--- src/design/strap_pkg.sv ---
// strap_pkg: constants, types and decoders for the strap capture block
// assumes a 10 MHz aclk and a 32-bit axi4-lite register port
package strap_pkg;

  localparam int           CLK_PERIOD_NS  = 100;
  // pins float this long after reset so the pulls settle and sync fills
  localparam int           SETTLE_NS      = 300;
  localparam logic [2:0]   SETTLE_CYC     =
    3'((SETTLE_NS + CLK_PERIOD_NS - 1) / CLK_PERIOD_NS);

  localparam int           NUM_STRAPS     = 6;
  localparam int           IDX_INBAND     = 0;
  localparam int           IDX_FWD        = 1;
  localparam int           IDX_MGMT_LO    = 2;
  localparam int           IDX_MGMT_HI    = 3;
  localparam int           IDX_P6_LO      = 4;
  localparam int           IDX_P6_HI      = 5;
  // weak pull direction per pin, 1 = pull-up; also the captured default
  localparam logic [5:0]   STRAP_PULL_UP  = 6'h0E;

  localparam logic [31:0]  ADDR_CTRL      = 32'h0000_0000;
  localparam logic [31:0]  ADDR_STATUS    = 32'h0000_0004;
  localparam int           CTRL_START_BIT = 0;
  localparam int           CTRL_SRST_BIT  = 1;
  localparam int           STAT_RAW_LSB   = 0;
  localparam int           STAT_DONE_BIT  = 8;
  localparam int           STAT_FWD_BIT   = 9;
  localparam logic [1:0]   RESP_OKAY      = 2'h0;
  localparam logic [1:0]   RESP_SLVERR    = 2'h2;
  localparam logic [31:0]  ZERO_WORD      = 32'h0000_0000;

  typedef enum logic [1:0] {
    ST_FLOAT = 2'b01,
    ST_RUN   = 2'b10
  } cap_state_e;

  typedef enum logic [2:0] {
    MGMT_MDIO = 3'b001,
    MGMT_I2C  = 3'b010,
    MGMT_SPI  = 3'b100
  } mgmt_if_e;

  typedef enum logic [3:0] {
    P6_RGMII = 4'b0001,
    P6_RMII  = 4'b0010,
    P6_RSVD  = 4'b0100,
    P6_MII   = 4'b1000
  } p6_mode_e;

  // field order matches the strap index constants above
  typedef struct packed {
    logic [1:0] p6_iface;
    logic [1:0] mgmt_sel;
    logic       fwd;
    logic       inband;
  } strap_cfg_s;

  function automatic mgmt_if_e decode_mgmt(input logic [1:0] sel);
    if (sel[1])
    begin
      decode_mgmt = MGMT_SPI;
    end
    else if (sel[0])
    begin
      decode_mgmt = MGMT_I2C;
    end
    else
    begin
      decode_mgmt = MGMT_MDIO;
    end
  endfunction : decode_mgmt

  function automatic p6_mode_e decode_p6(input logic [1:0] sel);
    unique case (sel)
      2'h0:    decode_p6 = P6_RGMII;
      2'h1:    decode_p6 = P6_RMII;
      2'h2:    decode_p6 = P6_RSVD;
      default: decode_p6 = P6_MII;
    endcase
  endfunction : decode_p6

endpackage : strap_pkg

--- src/design/strap_pin_capture.sv ---
// strap_pin_capture: samples the strap pins after hardware or software
// reset, holds the decoded startup configuration, then hands the pins
// back to their normal output function. axi4-lite register port.
// assumes pads resolve a released pin to its weak pull level.
//
// Contract
// - straps undriven while reset is held
// - latch strap levels at reset release
// - drive pins normally after reset release
// - weak pull gives default captured level
// - software reset also resamples all straps
// - management select: 00 mdio, 01 i2c, 1x spi
// - port 6: rgmii, rmii, reserved, mii
// - forward at once, else wait start bit
// - in-band management enabled only when latched 1
`timescale 1ns/1ps

module strap_pin_capture
  import strap_pkg::*;
(
  input  wire logic                  aclk,
  input  wire logic                  aresetn,
  input  wire logic [31:0]           s_axi_awaddr,
  input  wire logic                  s_axi_awvalid,
  output logic                       s_axi_awready,
  input  wire logic [31:0]           s_axi_wdata,
  input  wire logic [3:0]            s_axi_wstrb,
  input  wire logic                  s_axi_wvalid,
  output logic                       s_axi_wready,
  output logic [1:0]                 s_axi_bresp,
  output logic                       s_axi_bvalid,
  input  wire logic                  s_axi_bready,
  input  wire logic [31:0]           s_axi_araddr,
  input  wire logic                  s_axi_arvalid,
  output logic                       s_axi_arready,
  output logic [31:0]                s_axi_rdata,
  output logic [1:0]                 s_axi_rresp,
  output logic                       s_axi_rvalid,
  input  wire logic                  s_axi_rready,
  input  wire logic [NUM_STRAPS-1:0] strap_in,
  output logic [NUM_STRAPS-1:0]      strap_out,
  output logic [NUM_STRAPS-1:0]      strap_oe,
  output logic [NUM_STRAPS-1:0]      strap_pull_up,
  input  wire logic [NUM_STRAPS-1:0] func_out,
  output mgmt_if_e                   mgmt_if,
  output p6_mode_e                   p6_mode,
  output logic                       forward_en,
  output logic                       inband_mgmt_en,
  output logic                       cfg_valid
);

  ////////////////////////////////////////////////////////////////////////
  // pin synchroniser: first stage read only by the second

  logic [NUM_STRAPS-1:0] sync1_ff;
  logic [NUM_STRAPS-1:0] sync2_ff;

  always_ff @(posedge aclk)
  begin
    if (!aresetn)
    begin
      sync1_ff <= STRAP_PULL_UP;
      sync2_ff <= STRAP_PULL_UP;
    end
    else
    begin
      sync1_ff <= strap_in;
      sync2_ff <= sync1_ff;
    end
  end

  ////////////////////////////////////////////////////////////////////////
  // register access decode, shared by write and read paths

  function automatic logic hit(input logic [31:0] a,
                               input logic [31:0] reg_addr);
    hit = (a == reg_addr);
  endfunction : hit

  logic wr_fire;
  logic rd_fire;
  logic wr_ctrl;
  logic soft_rst_req;

  assign wr_fire      = s_axi_awready & s_axi_awvalid & s_axi_wvalid;
  assign rd_fire      = s_axi_arready & s_axi_arvalid;
  assign wr_ctrl      = wr_fire & hit(s_axi_awaddr, ADDR_CTRL)
                      & s_axi_wstrb[0];
  assign soft_rst_req = wr_ctrl & s_axi_wdata[CTRL_SRST_BIT];

  ////////////////////////////////////////////////////////////////////////
  // capture sequencer

  cap_state_e  state_ff;
  cap_state_e  nxt_state;
  logic [2:0]  cnt_ff;
  logic [2:0]  nxt_cnt;
  strap_cfg_s  cfg_ff;
  strap_cfg_s  nxt_cfg;
  logic        done_ff;
  logic        nxt_done;
  logic        start_ff;
  logic        nxt_start;

  always_comb
  begin
    nxt_state = state_ff;
    nxt_cnt   = cnt_ff;
    nxt_cfg   = cfg_ff;
    nxt_done  = done_ff;
    nxt_start = start_ff;
    if (wr_ctrl)
    begin
      nxt_start = s_axi_wdata[CTRL_START_BIT];
    end
    unique case (state_ff)
      ST_FLOAT:
      begin
        // pins stay released; sync pipeline fills with pull/strap level
        if (cnt_ff == SETTLE_CYC)
        begin
          nxt_cfg   = strap_cfg_s'(sync2_ff);
          nxt_done  = 1'b1;
          nxt_state = ST_RUN;
          nxt_cnt   = 3'h0;
        end
        else
        begin
          nxt_cnt = cnt_ff + 3'h1;
        end
      end
      ST_RUN:
      begin
        // config frozen here; only a reset leaves this state
        if (soft_rst_req)
        begin
          nxt_state = ST_FLOAT;
          nxt_cnt   = 3'h0;
          nxt_done  = 1'b0;
          nxt_start = 1'b0;
        end
      end
      default:
      begin
        nxt_state = ST_FLOAT;
        nxt_cnt   = 3'h0;
      end
    endcase
  end

  always_ff @(posedge aclk)
  begin
    if (!aresetn)
    begin
      state_ff <= ST_FLOAT;
      cnt_ff   <= 3'h0;
      cfg_ff   <= strap_cfg_s'(STRAP_PULL_UP);
      done_ff  <= 1'b0;
      start_ff <= 1'b0;
    end
    else
    begin
      state_ff <= nxt_state;
      cnt_ff   <= nxt_cnt;
      cfg_ff   <= nxt_cfg;
      done_ff  <= nxt_done;
      start_ff <= nxt_start;
    end
  end

  ////////////////////////////////////////////////////////////////////////
  // pin drivers and decoded configuration outputs

  logic [NUM_STRAPS-1:0] out_ff;
  logic [NUM_STRAPS-1:0] nxt_out;
  logic [NUM_STRAPS-1:0] oe_ff;
  logic [NUM_STRAPS-1:0] nxt_oe;
  mgmt_if_e              mgmt_ff;
  mgmt_if_e              nxt_mgmt;
  p6_mode_e              p6_ff;
  p6_mode_e              nxt_p6;
  logic                  fwd_ff;
  logic                  nxt_fwd;
  logic                  iba_ff;
  logic                  nxt_iba;

  always_comb
  begin
    nxt_out  = func_out;
    // released during the whole float phase, incl. its last cycle
    nxt_oe   = (nxt_state == ST_RUN) ? {NUM_STRAPS{1'b1}}
                                     : {NUM_STRAPS{1'b0}};
    nxt_mgmt = decode_mgmt(nxt_cfg.mgmt_sel);
    nxt_p6   = decode_p6(nxt_cfg.p6_iface);
    // forwarding held off until capture finishes either way
    nxt_fwd  = nxt_done & (nxt_cfg.fwd | nxt_start);
    nxt_iba  = nxt_done & nxt_cfg.inband;
  end

  always_ff @(posedge aclk)
  begin
    if (!aresetn)
    begin
      out_ff  <= {NUM_STRAPS{1'b0}};
      oe_ff   <= {NUM_STRAPS{1'b0}};
      mgmt_ff <= MGMT_SPI;
      p6_ff   <= P6_RGMII;
      fwd_ff  <= 1'b0;
      iba_ff  <= 1'b0;
    end
    else
    begin
      out_ff  <= nxt_out;
      oe_ff   <= nxt_oe;
      mgmt_ff <= nxt_mgmt;
      p6_ff   <= nxt_p6;
      fwd_ff  <= nxt_fwd;
      iba_ff  <= nxt_iba;
    end
  end

  logic [NUM_STRAPS-1:0] pull_ff;

  always_ff @(posedge aclk)
  begin
    pull_ff <= STRAP_PULL_UP;
  end

  assign strap_out      = out_ff;
  assign strap_oe       = oe_ff;
  assign strap_pull_up  = pull_ff;
  assign mgmt_if        = mgmt_ff;
  assign p6_mode        = p6_ff;
  assign forward_en     = fwd_ff;
  assign inband_mgmt_en = iba_ff;
  assign cfg_valid      = done_ff;

  ////////////////////////////////////////////////////////////////////////
  // axi4-lite slave: one write and one read outstanding at most

  logic        awr_ff;
  logic        nxt_awr;
  logic        bval_ff;
  logic        nxt_bval;
  logic [1:0]  bresp_ff;
  logic [1:0]  nxt_bresp;
  logic        arr_ff;
  logic        nxt_arr;
  logic        rval_ff;
  logic        nxt_rval;
  logic [1:0]  rresp_ff;
  logic [1:0]  nxt_rresp;
  logic [31:0] rdata_ff;
  logic [31:0] nxt_rdata;
  logic [31:0] status_word;

  always_comb
  begin
    status_word = ZERO_WORD;
    status_word[STAT_RAW_LSB +: NUM_STRAPS] = cfg_ff;
    status_word[STAT_DONE_BIT]              = done_ff;
    status_word[STAT_FWD_BIT]               = fwd_ff;
  end

  always_comb
  begin
    nxt_awr   = 1'b0;
    nxt_bval  = bval_ff;
    nxt_bresp = bresp_ff;
    nxt_arr   = 1'b0;
    nxt_rval  = rval_ff;
    nxt_rresp = rresp_ff;
    nxt_rdata = rdata_ff;
    // ready only once both channels are offered: takes them together
    if (!awr_ff && !bval_ff && s_axi_awvalid && s_axi_wvalid)
    begin
      nxt_awr = 1'b1;
    end
    if (wr_fire)
    begin
      nxt_bval  = 1'b1;
      nxt_bresp = (hit(s_axi_awaddr, ADDR_CTRL) ||
                   hit(s_axi_awaddr, ADDR_STATUS)) ? RESP_OKAY
                                                   : RESP_SLVERR;
    end
    else if (bval_ff && s_axi_bready)
    begin
      nxt_bval = 1'b0;
    end
    if (!arr_ff && !rval_ff && s_axi_arvalid)
    begin
      nxt_arr = 1'b1;
    end
    if (rd_fire)
    begin
      nxt_rval  = 1'b1;
      nxt_rresp = RESP_OKAY;
      nxt_rdata = ZERO_WORD;
      if (hit(s_axi_araddr, ADDR_CTRL))
      begin
        nxt_rdata[CTRL_START_BIT] = start_ff;
      end
      else if (hit(s_axi_araddr, ADDR_STATUS))
      begin
        nxt_rdata = status_word;
      end
      else
      begin
        nxt_rresp = RESP_SLVERR;
      end
    end
    else if (rval_ff && s_axi_rready)
    begin
      nxt_rval = 1'b0;
    end
  end

  always_ff @(posedge aclk)
  begin
    if (!aresetn)
    begin
      awr_ff   <= 1'b0;
      bval_ff  <= 1'b0;
      bresp_ff <= RESP_OKAY;
      arr_ff   <= 1'b0;
      rval_ff  <= 1'b0;
      rresp_ff <= RESP_OKAY;
      rdata_ff <= ZERO_WORD;
    end
    else
    begin
      awr_ff   <= nxt_awr;
      bval_ff  <= nxt_bval;
      bresp_ff <= nxt_bresp;
      arr_ff   <= nxt_arr;
      rval_ff  <= nxt_rval;
      rresp_ff <= nxt_rresp;
      rdata_ff <= nxt_rdata;
    end
  end

  assign s_axi_awready = awr_ff;
  assign s_axi_wready  = awr_ff;
  assign s_axi_bvalid  = bval_ff;
  assign s_axi_bresp   = bresp_ff;
  assign s_axi_arready = arr_ff;
  assign s_axi_rvalid  = rval_ff;
  assign s_axi_rresp   = rresp_ff;
  assign s_axi_rdata   = rdata_ff;

endmodule : strap_pin_capture

--- config.mk ---
export PLATFORM = sky130hd
export DESIGN_NAME = strap_pin_capture
export DESIGN_NICKNAME = d
export VERILOG_FILES = /design/src/design/strap_pkg.sv /design/src/design/strap_pin_capture.sv
export SDC_FILE = /design/constraint.sdc
export NUM_CORES = 1
export LEC_CHECK = 0
export BUFFER_PORTS_ARGS = -buffer_cell sky130_fd_sc_hd__buf_2
export CORE_MARGIN = 5
export CORE_UTILIZATION = 39
export DETAILED_ROUTE_END_ITERATION = 8
export PLACE_DENSITY = 0.81
export SYNTH_ARGS = -nofsm -noshare
export SYNTH_HDL_FRONTEND = slang
export SYNTH_SLANG_ARGS = --single-unit
--- constraint.sdc ---
create_clock -name aclk -period 1.9 [get_ports aclk]
set_input_delay 0.095 -clock aclk [delete_from_list [all_inputs] [get_ports aclk]]
set_output_delay 0.095 -clock aclk [all_outputs]
set_load 0.1 [all_outputs]
==> results of run 1 <==
[critical path, cell delays in order (launching register included)]
cell and delay, ns:
sky130_fd_sc_hd__dfxtp_1 0.36, sky130_fd_sc_hd__inv_1 0.05, sky130_fd_sc_hd__ha_1 0.26, sky130_fd_sc_hd__nand3b_1 0.14, sky130_fd_sc_hd__buf_4 0.20, sky130_fd_sc_hd__mux2i_1 0.27
sky130_fd_sc_hd__nor2b_1 0.10, sky130_fd_sc_hd__and2_1 0.17
[where the power goes]
group          internal, uW  leakage (uW)  switching [uW]
sequential             1210      0.000450            35.2
clock                   333     0.0000515             344
combinational           201       0.00104             638
[final timing paths]
| kind | to | slack [ns] | cells past startpoint |
|---|---|---|---|
| max reg2reg | p6_mode[1] | 0.25 | 7 |
| max | p6_mode[1] | 0.25 | 7 |
| min reg2reg | sync2_ff[3] | 0.41 | 1 |
| min | s_axi_awready | 0.04 | 3 |
[logic make-up after synthesis]
logic type      Yosys count  synth area share
simple gates             88             0.236
flops                    55             0.475
buf+inv                  49             0.142
compound gates           27            0.0928
mux                       8            0.0351
fa+ha+maj                 3            0.0162
other cells               2           0.00324
[registers in the layout, indices dropped and copies added, names as in the netlist, 2 cells and up]
signal,count
cfg_ff,6
cnt_ff,3
mgmt_if,3
p6_mode,4
s_axi_rdata,8
state_ff,2
strap_out,6
sync1_ff,6
sync2_ff,6
[layout make-up]
cell class                      instances  area share
Tap cell                               75      0.0305
Multi-Input combinational cell        158       0.325
Inverter                                3     0.00366
Sequential cell                        55       0.359
Timing Repair Buffer                  139       0.250
Clock buffer                            8      0.0325
[metal layers]
| layer | vias to the layer above | wire length [um] | GRT usage |
|---|---|---|---|
| li1 | 999 | - | - |
| met1 | 897 | 2050 | 0.161 |
| met2 | 85 | 2780 | 0.251 |
| met3 | 6 | 688 | 0.0492 |
| met4 | 0 | 43 | 0.0418 |
| met5 | - | 0 | 0 |
[stage by stage]
step | cells | instance area (um^2)
after CTS | 438 | 3080
after global placement | 418 | 2860
after floorplan | 262 | 2430
after global routing | 438 | 3080
after detailed placement | 418 | 2860
final | 438 | 3080
[cells in the final DEF, fill, tap and decap left out, drive strengths merged, types with 8 or more instances in the layout]
| cell type | synthesis | routed |
|---|---|---|
| and2 | 14 | 14 |
| buf | 39 | 127 |
| clkbuf | 7 | 8 |
| conb | 2 | 32 |
| dfxtp | 55 | 55 |
| dlygate4sd3 | 0 | 12 |
| nand2 | 11 | 11 |
| nand2b | 8 | 8 |
| nor2b | 15 | 15 |
| nor4 | 14 | 14 |
==> flow_metrics.py, run 1 <==
metrics = {
    "clocking": {
        "cts_hold_buf": 12,
        "post_cts_buffers": 0,
        "clkLatencyLatePin_ns": 0.30,
        "clk_pin_slew_ns": 0.09,
        "cts_max_path_buffers": 2,
        "postCtsResizedCells": 0,
        "cts.root.buffer_cell": "sky130_fd_sc_hd__clkbuf_8",
        "clock_tree.htree_level_count": 2,
        "cts_tree": "done",
        "numClockSinks": 55,
        "cts_buffers": 5,
    },
    "worst_setup_path": {
        "crit_path_start_kind": "flip-flop",
        "crit_start": "state_ff[1]",
        "critical_path.reg2reg.startpoint": "state_ff[1]",
        "path_class": "flip-flop to flip-flop",
        "critical_path.endpoint_type": "flip-flop",
        "worst-path-max-fanout": 8,
        "cp_data_required_time_ns": 2.09,
        "worst_ep_arrival_time_ns": 1.84,
    },
    "route": {
        "wl_per_cell_um": 12.7,
        "ant_nets": 0,
        "residual_drc_count": 0,
        "detail_route.first_pass.iterations": 4,
        "total_routed_length_um": 5560,
        "vias": 1987,
        "drt-vias-per-instance": 4.54,
        "first_iter_violations": 51,
    },
    "grt": {
        "antenna_found_initial": 0,
        "grt_remaining_overflow": 0,
        "grt_max_degree": 27,
        "first_global_vias": 1910,
        "grtUsageTotal": 0.142,
        "grt_first_pass_wirelength_um": 8550,
    },
    "pwr": {
        "p_leak_uw": 0.00155,
        "pwr_density_cell_nw_per_um2": 899,
        "irDropWorstVdd_uv": 554,
        "power_uw": 2770,
    },
    "worst_hold_path": {
        "hold_path_class": "input port to flip-flop",
        "hp-start": "s_axi_wvalid",
    },
    "die": {
        "ioPinCount": 188,
        "initial_utilization": 0.396,
        "fp.coreArea_um2": 5850,
        "rows": 28,
        "die_area_um2": 7590,
        "die_width_um": 87.1,
        "fp.dieH_um": 87.1,
    },
    "layout": {
        "n_antenna_cell": 0,
        "multi_input_comb_area_um2": 1000,
        "area_growth_pct": 32.8,
        "share_of_final_layout_standard_cells_stronger_than_drive_strength_1": 0.391,
        "filler_cell_count": 543,
        "utilization": 0.526,
        "layout.area.seq_um2": 1100,
        "num-nets-final": 484,
    },
    "sta": {
        "min_period_ns": 1.65,
        "timing_worst_slew_pin_value_ns": 0.511,
        "finalSetupTns_ns": 0,
        "hold_ws_ns": 0.0445,
        "min_period_over_period": 0.870,
        "rsz0062_at_grt": "no",
        "fmax_ghz": 0.605,
        "finalHoldViolCount": 0,
        "skew_ns": 0.00700,
        "max_slew_margin": 0.662,
        "finalWorstSetupSlack_ns": 0.247,
        "finalSetupViolations": 0,
        "final_slew_viol_count": 0,
    },
    "place": {
        "dp_worst_setup_slack_ns": 0.210,
        "place_congestion": 0.722,
        "hpwl_um": 4390,
        "port-buffer-count": 122,
    },
    "synth": {
        "synthesis.area_um2": 2320,
        "synthCells": 232,
        "asyncSetResetFlopFracSynth": 0,
        "synth.ff_latch_count": 55,
        "synth.cells.most_frequent": "sky130_fd_sc_hd__dfxtp_1, sky130_fd_sc_hd__buf_4, sky130_fd_sc_hd__nor2b_1",
        "postSynthAreaPerCell_um2": 9.99,
        "yosys.cell_count.top_type": "sky130_fd_sc_hd__dfxtp_1",
        "yosys_warnings": 0,
        "netlist_top_cells_area": "sky130_fd_sc_hd__dfxtp_1, sky130_fd_sc_hd__buf_4, sky130_fd_sc_hd__nor2b_1",
        "synth.largest_area_cell": "sky130_fd_sc_hd__dfxtp_1",
        "postSynth.topFlopCell": "sky130_fd_sc_hd__dfxtp_1",
        "ys_seq_area_frac": 0.475,
        "synth-edff-count": 0,
        "synth_top_cell_area_share": 0.475,
        "synthDistinctLibCells": 42,
    },
    "outcome": {
        "result_of_the_run": "complete, no violations",
    },
    "job": {
        "max_cap_violation_count": 0,
    },
}
Note: power is estimated with default switching activity, not from simulation.
==> inputs of run 2 (changes only) <==
--- a/config.mk
+++ b/config.mk
@@ -6,6 +6,7 @@
 export NUM_CORES = 1
 export LEC_CHECK = 0
 export BUFFER_PORTS_ARGS = -buffer_cell sky130_fd_sc_hd__buf_2
+export CORE_ASPECT_RATIO = 1.75
 export CORE_MARGIN = 5
 export CORE_UTILIZATION = 39
 export DETAILED_ROUTE_END_ITERATION = 8
==> run 2 against run 1 <==
Net effect: sequential share of layout area increased by 0.28 points; fmax decreased by 0.60%; first-iteration DRC count decreased by 61%; via count decreased by 0.60%; global-route usage decreased by 0.80 points; routed wire length decreased by 2.5%; final cell count unchanged; critical path depth decreased by 1; combinational power increased by 0.8%; clock skew decreased by 0.0032 ns; sequential cell count unchanged; utilization decreased by 0.25 points.
==> flow_metrics.py, run 2 (synthesis results as in run 1) <==
metrics = {
    "outcome": {
        "result_of_the_run": "complete, no violations",
    },
    "place": {
        "port-buffer-count": 122,
        "dp_worst_setup_slack_ns": 0.209,
        "place_congestion": 0.737,
        "hpwl_um": 4350,
        "placedInstanceArea_um2": 2850,
    },
    "grt": {
        "grt_remaining_overflow": 0,
        "antenna_found_initial": 0,
        "grtUsageTotal": 0.134,
        "grt_max_degree": 31,
        "first_global_vias": 1921,
        "grt_first_pass_wirelength_um": 8090,
    },
    "pwr": {
        "p_leak_uw": 0.00153,
        "pwr_density_cell_nw_per_um2": 892,
        "irDropWorstVdd_uv": 494,
    },
    "sta": {
        "final_slew_viol_count": 0,
        "finalHoldViolCount": 0,
        "finalSetupTns_ns": 0,
        "min_period_over_period": 0.875,
        "max_slew_margin": 0.619,
        "skew_ns": 0.00383,
        "finalSetupViolations": 0,
        "min_period_ns": 1.66,
        "fmax_ghz": 0.601,
        "rsz0062_at_grt": "no",
        "timing_worst_slew_pin_value_ns": 0.568,
        "hold_ws_ns": 0.00742,
        "finalWorstSetupSlack_ns": 0.237,
    },
    "clocking": {
        "numClockSinks": 55,
        "clkLatencyLatePin_ns": 0.30,
        "cts.root.buffer_cell": "sky130_fd_sc_hd__clkbuf_8",
        "cts_tree": "done",
        "cts_max_path_buffers": 2,
        "cts_buffers": 5,
        "clk_pin_slew_ns": 0.09,
        "clock_tree.htree_level_count": 2,
    },
    "die": {
        "fp.dieH_um": 112,
        "rows": 37,
        "ioPinCount": 188,
        "die_width_um": 68.3,
        "die_area_um2": 7650,
        "initial_utilization": 0.397,
        "fp.coreArea_um2": 5830,
    },
    "route": {
        "drt-vias-per-instance": 4.51,
        "vias": 1975,
        "ant_nets": 0,
        "wl_per_cell_um": 12.4,
        "total_routed_length_um": 5430,
        "first_iter_violations": 20,
        "detail_route.first_pass.iterations": 4,
        "residual_drc_count": 0,
    },
    "worst_hold_path": {
        "hold_path_class": "input port to flip-flop",
    },
    "layout": {
        "layout_commonest_cell": "sky130_fd_sc_hd__buf_2",
        "share_of_final_layout_standard_cells_stronger_than_drive_strength_1": 0.394,
        "layout_common_cells": "sky130_fd_sc_hd__buf_2, sky130_fd_sc_hd__dfxtp_1, sky130_fd_sc_hd__conb_1",
        "filler_cell_count": 547,
        "area_growth_pct": 31.7,
        "postLayoutCellArea_um2": 3050,
        "num-nets-final": 482,
        "n_antenna_cell": 0,
        "largest_reg_flops": 8,
    },
    "worst_setup_path": {
        "path_class": "flip-flop to flip-flop",
        "crit_path_start_kind": "flip-flop",
        "worst_ep_arrival_time_ns": 1.88,
        "worst-path-max-fanout": 6,
        "critical_path.endpoint_type": "flip-flop",
        "cp_data_required_time_ns": 2.12,
    },
    "job": {
        "max_cap_violation_count": 0,
    },
}
[run 2: changes by cell type in the layout (fill, tap and decap cells not counted), sizes merged]
cell         before  now
dlygate4sd3      12   11
buf             127  126
clkinv            0    1
clkbuf            8    6
[run 2: path summary, 6_finish.rpt]
path               startpoint           end  slack, ns  cells after the start
setup / recovery  state_ff[0]    forward_en       0.24                      6
hold / removal    func_out[5]  strap_out[5]      0.007                      2
setup reg to reg  state_ff[0]    forward_en       0.24                      6
hold reg to reg   sync1_ff[1]   sync2_ff[1]       0.41                      1
[run 2: worst max-delay path, stage by stage, from the launching register on]
cell                       delay [ns]
sky130_fd_sc_hd__dfxtp_1         0.40
sky130_fd_sc_hd__inv_1           0.06
sky130_fd_sc_hd__ha_1            0.36
sky130_fd_sc_hd__o21bai_1        0.18
sky130_fd_sc_hd__o311ai_0        0.15
sky130_fd_sc_hd__a31oi_1         0.23
sky130_fd_sc_hd__a21boi_0        0.21
[run 2: where the power goes]
group          leakage [uW]  switching [uW]  internal [uW]  total [uW]
Combinational       0.00103             642            203         846
Sequential         0.000450            36.2           1210        1250
Clock             0.0000470             341            287         628
Total               0.00153            1020           1700        2720
[run 2: per-layer routing]
metal | vias to the layer above | GRT usage | share of wire
met1 | 879 | 0.130 | 0.35
met4 | 0 | 0.0452 | 0.014
met2 | 103 | 0.262 | 0.52
met3 | 6 | 0.0272 | 0.11
li1 | 987 | - | -
met5 | - | 0 | 0
[run 2: metrics by stage]
stage               instances  total power [uW]  utilization
finish                    438              2720        0.524
global route              438              2860        0.524
CTS                       437              2740        0.521
detailed placement        420              2100        0.489
global placement          420              2080        0.489
floorplan                 262              2000            -
[run 2: what timing repair did]
action	CTS	global route
endpoints found under the setup margin	0	1
setup buffers	0	0
hold buffers	10	1
hold endpoints to repair	10	1
resized for setup	0	1
[run 2: layout make-up]
| cell class | instances | area, um^2 | share of cell area |
|---|---|---|---|
| Sequential cell | 55 | 1100 | 0.361 |
| Multi-Input combinational cell | 158 | 1000 | 0.329 |
| Timing Repair Buffer | 137 | 751 | 0.246 |
| Tap cell | 78 | 97.6 | 0.0320 |
| Clock buffer | 6 | 82.6 | 0.0270 |
| Inverter | 3 | 11.3 | 0.00369 |
| Clock inverter | 1 | 5.00 | 0.00164 |
==> inputs of run 3 (changes only) <==
--- a/config.mk
+++ b/config.mk
@@ -10,7 +10,8 @@
 export CORE_MARGIN = 5
 export CORE_UTILIZATION = 39
 export DETAILED_ROUTE_END_ITERATION = 8
-export PLACE_DENSITY = 0.81
+export PLACE_DENSITY = 0.9
+export RECOVER_POWER = 100
 export SYNTH_ARGS = -nofsm -noshare
 export SYNTH_HDL_FRONTEND = slang
 export SYNTH_SLANG_ARGS = --single-unit
==> run 3 against run 2 <==
Net effect: via count is 0.46% higher; design area is 1.1% lower; worst hold slack better by 0.018 ns; critical path type unchanged; largest cell class unchanged; count of clock-buffer cells in the layout is 1 lower; sequential cell count stayed put.
==> flow_metrics.py, run 3 (synthesis results as in run 1) <==
metrics = {
    "clocking": {
        "cts_buffers": 5,
        "cts_max_path_buffers": 2,
        "numClockSinks": 55,
        "clock_tree.htree_level_count": 2,
        "clkLatencyLatePin_ns": 0.30,
        "cts_tree": "done",
        "post_cts_buffers": 0,
        "clk_pin_slew_ns": 0.10,
        "cts.root.buffer_cell": "sky130_fd_sc_hd__clkbuf_8",
    },
    "pwr": {
        "p_leak_uw": 0.00141,
        "irDropWorstVdd_uv": 635,
        "pwr_density_cell_nw_per_um2": 911,
    },
    "layout": {
        "num-nets-final": 483,
        "layout_commonest_cell": "sky130_fd_sc_hd__buf_2",
        "area_growth_pct": 30.2,
        "largest_reg_flops": 8,
        "n_antenna_cell": 0,
        "layout_common_cells": "sky130_fd_sc_hd__buf_2, sky130_fd_sc_hd__dfxtp_1, sky130_fd_sc_hd__conb_1",
        "filler_cell_count": 564,
        "share_of_final_layout_standard_cells_stronger_than_drive_strength_1": 0.315,
    },
    "sta": {
        "skew_ns": 0.0103,
        "max_slew_margin": 0.206,
        "hold_ws_ns": 0.0253,
        "finalSetupTns_ns": 0,
        "final_slew_viol_count": 0,
        "finalHoldViolCount": 0,
        "finalSetupViolations": 0,
        "fmax_ghz": 0.580,
        "rsz0062_at_grt": "no",
        "min_period_ns": 1.72,
        "timing_worst_slew_pin_value_ns": 1.20,
        "min_period_over_period": 0.907,
    },
    "worst_setup_path": {
        "worst_ep_arrival_time_ns": 1.97,
        "crit_path_start_kind": "flip-flop",
        "path_class": "flip-flop to flip-flop",
        "cp_data_required_time_ns": 2.14,
        "critical_path.endpoint_type": "flip-flop",
        "worst-path-max-fanout": 5,
    },
    "die": {
        "ioPinCount": 188,
        "rows": 37,
        "fp.dieH_um": 112,
        "die_width_um": 68.3,
        "fp.coreArea_um2": 5830,
        "die_area_um2": 7650,
        "initial_utilization": 0.397,
    },
    "route": {
        "vias": 1984,
        "first_iter_violations": 64,
        "wl_per_cell_um": 12.9,
        "ant_nets": 0,
        "drt-vias-per-instance": 4.51,
        "total_routed_length_um": 5700,
        "detail_route.first_pass.iterations": 3,
        "residual_drc_count": 0,
    },
    "grt": {
        "gr-max-usage-layer": "met2",
        "grt_first_pass_wirelength_um": 8500,
        "grt.met1_usage": 0.141,
        "globalRouteMet3Util": 0.0293,
        "grtUsageTotal": 0.143,
        "grt_use_met2": 0.274,
        "first_global_vias": 1933,
        "antenna_found_initial": 0,
        "grt_max_degree": 47,
        "grt_remaining_overflow": 0,
    },
    "place": {
        "hpwl_um": 4570,
        "place_congestion": 0.701,
        "port-buffer-count": 122,
    },
    "job": {
        "max_cap_violation_count": 0,
    },
    "worst_hold_path": {
        "hold_path_class": "input port to flip-flop",
    },
    "outcome": {
        "result_of_the_run": "complete, no violations",
    },
}
## run 3: changes by cell type in the layout (fill, tap and decap cells not counted), moves of 6 or more
cell	delta
sky130_fd_sc_hd__and2_1	-6
sky130_fd_sc_hd__buf_2	-38
sky130_fd_sc_hd__clkbuf_1	+24
sky130_fd_sc_hd__clkbuf_2	+14
sky130_fd_sc_hd__and2_0	+6
## run 3: path summary, 6_finish.rpt
path                  from             end  slack, ns  cells past startpoint
max reg2reg  s_axi_arready  s_axi_rdata[1]       0.18                      5
min reg2reg    sync1_ff[3]     sync2_ff[3]       0.42                      1
min                aresetn     state_ff[0]       0.03                      2
max          s_axi_arready  s_axi_rdata[1]       0.18                      5
## run 3: per-stage QoR
| stage | util | setup WS (ns) | total power [uW] | instances | cell area (um^2) |
|---|---|---|---|---|---|
| final | 0.518 | 0.176 | 2750 | 440 | 3020 |
| after global routing | 0.518 | 0.0267 | 2900 | 440 | 3020 |
| after CTS | 0.526 | 0.199 | 2790 | 440 | 3070 |
| after detailed placement | 0.489 | 0.192 | 2110 | 420 | 2850 |
| after global placement | 0.489 | 0.236 | 2080 | 420 | 2850 |
| after floorplan | - | 0.0978 | 2000 | 262 | 2430 |
## run 3: metal layers
| metal | vias to the layer above | routed length (um) |
|---|---|---|
| li1 | 993 | - |
| met1 | 886 | 2000 |
| met2 | 101 | 3060 |
| met3 | 4 | 558 |
| met4 | 0 | 72 |
| met5 | - | 0 |
## run 3: repair_timing
action	4_1_cts	5_1_grt
hold buffers	12	0
resized for setup	0	0
hold endpoints to repair	12	0
endpoints found under the setup margin	0	0
## run 3: critical path, cell delays in order (launching register included)
cell,delay [ns]
sky130_fd_sc_hd__dfxtp_1,0.38
sky130_fd_sc_hd__nand2_1,0.10
sky130_fd_sc_hd__nor4_1,0.70
sky130_fd_sc_hd__buf_4,0.27
sky130_fd_sc_hd__a32oi_1,0.10
sky130_fd_sc_hd__nor2b_1,0.13
## run 3: area by class of cell
| class | instances | area [um^2] | share of cell area |
|---|---|---|---|
| sequential | 55 | 1100 | 0.365 |
| clock inverter | 3 | 27.5 | 0.00912 |
| inverter | 3 | 11.3 | 0.00373 |
| multi-input combinational | 158 | 986 | 0.327 |
| timing repair buffer | 138 | 727 | 0.241 |
| clock buffer | 5 | 68.8 | 0.0228 |
| tap | 78 | 97.6 | 0.0323 |
## run 3: power by group
group	switching [uW]	internal [uW]	total [uW]
clock	386	271	658
sequential	37.5	1210	1250
combinational	647	195	842
total	1070	1680	2750
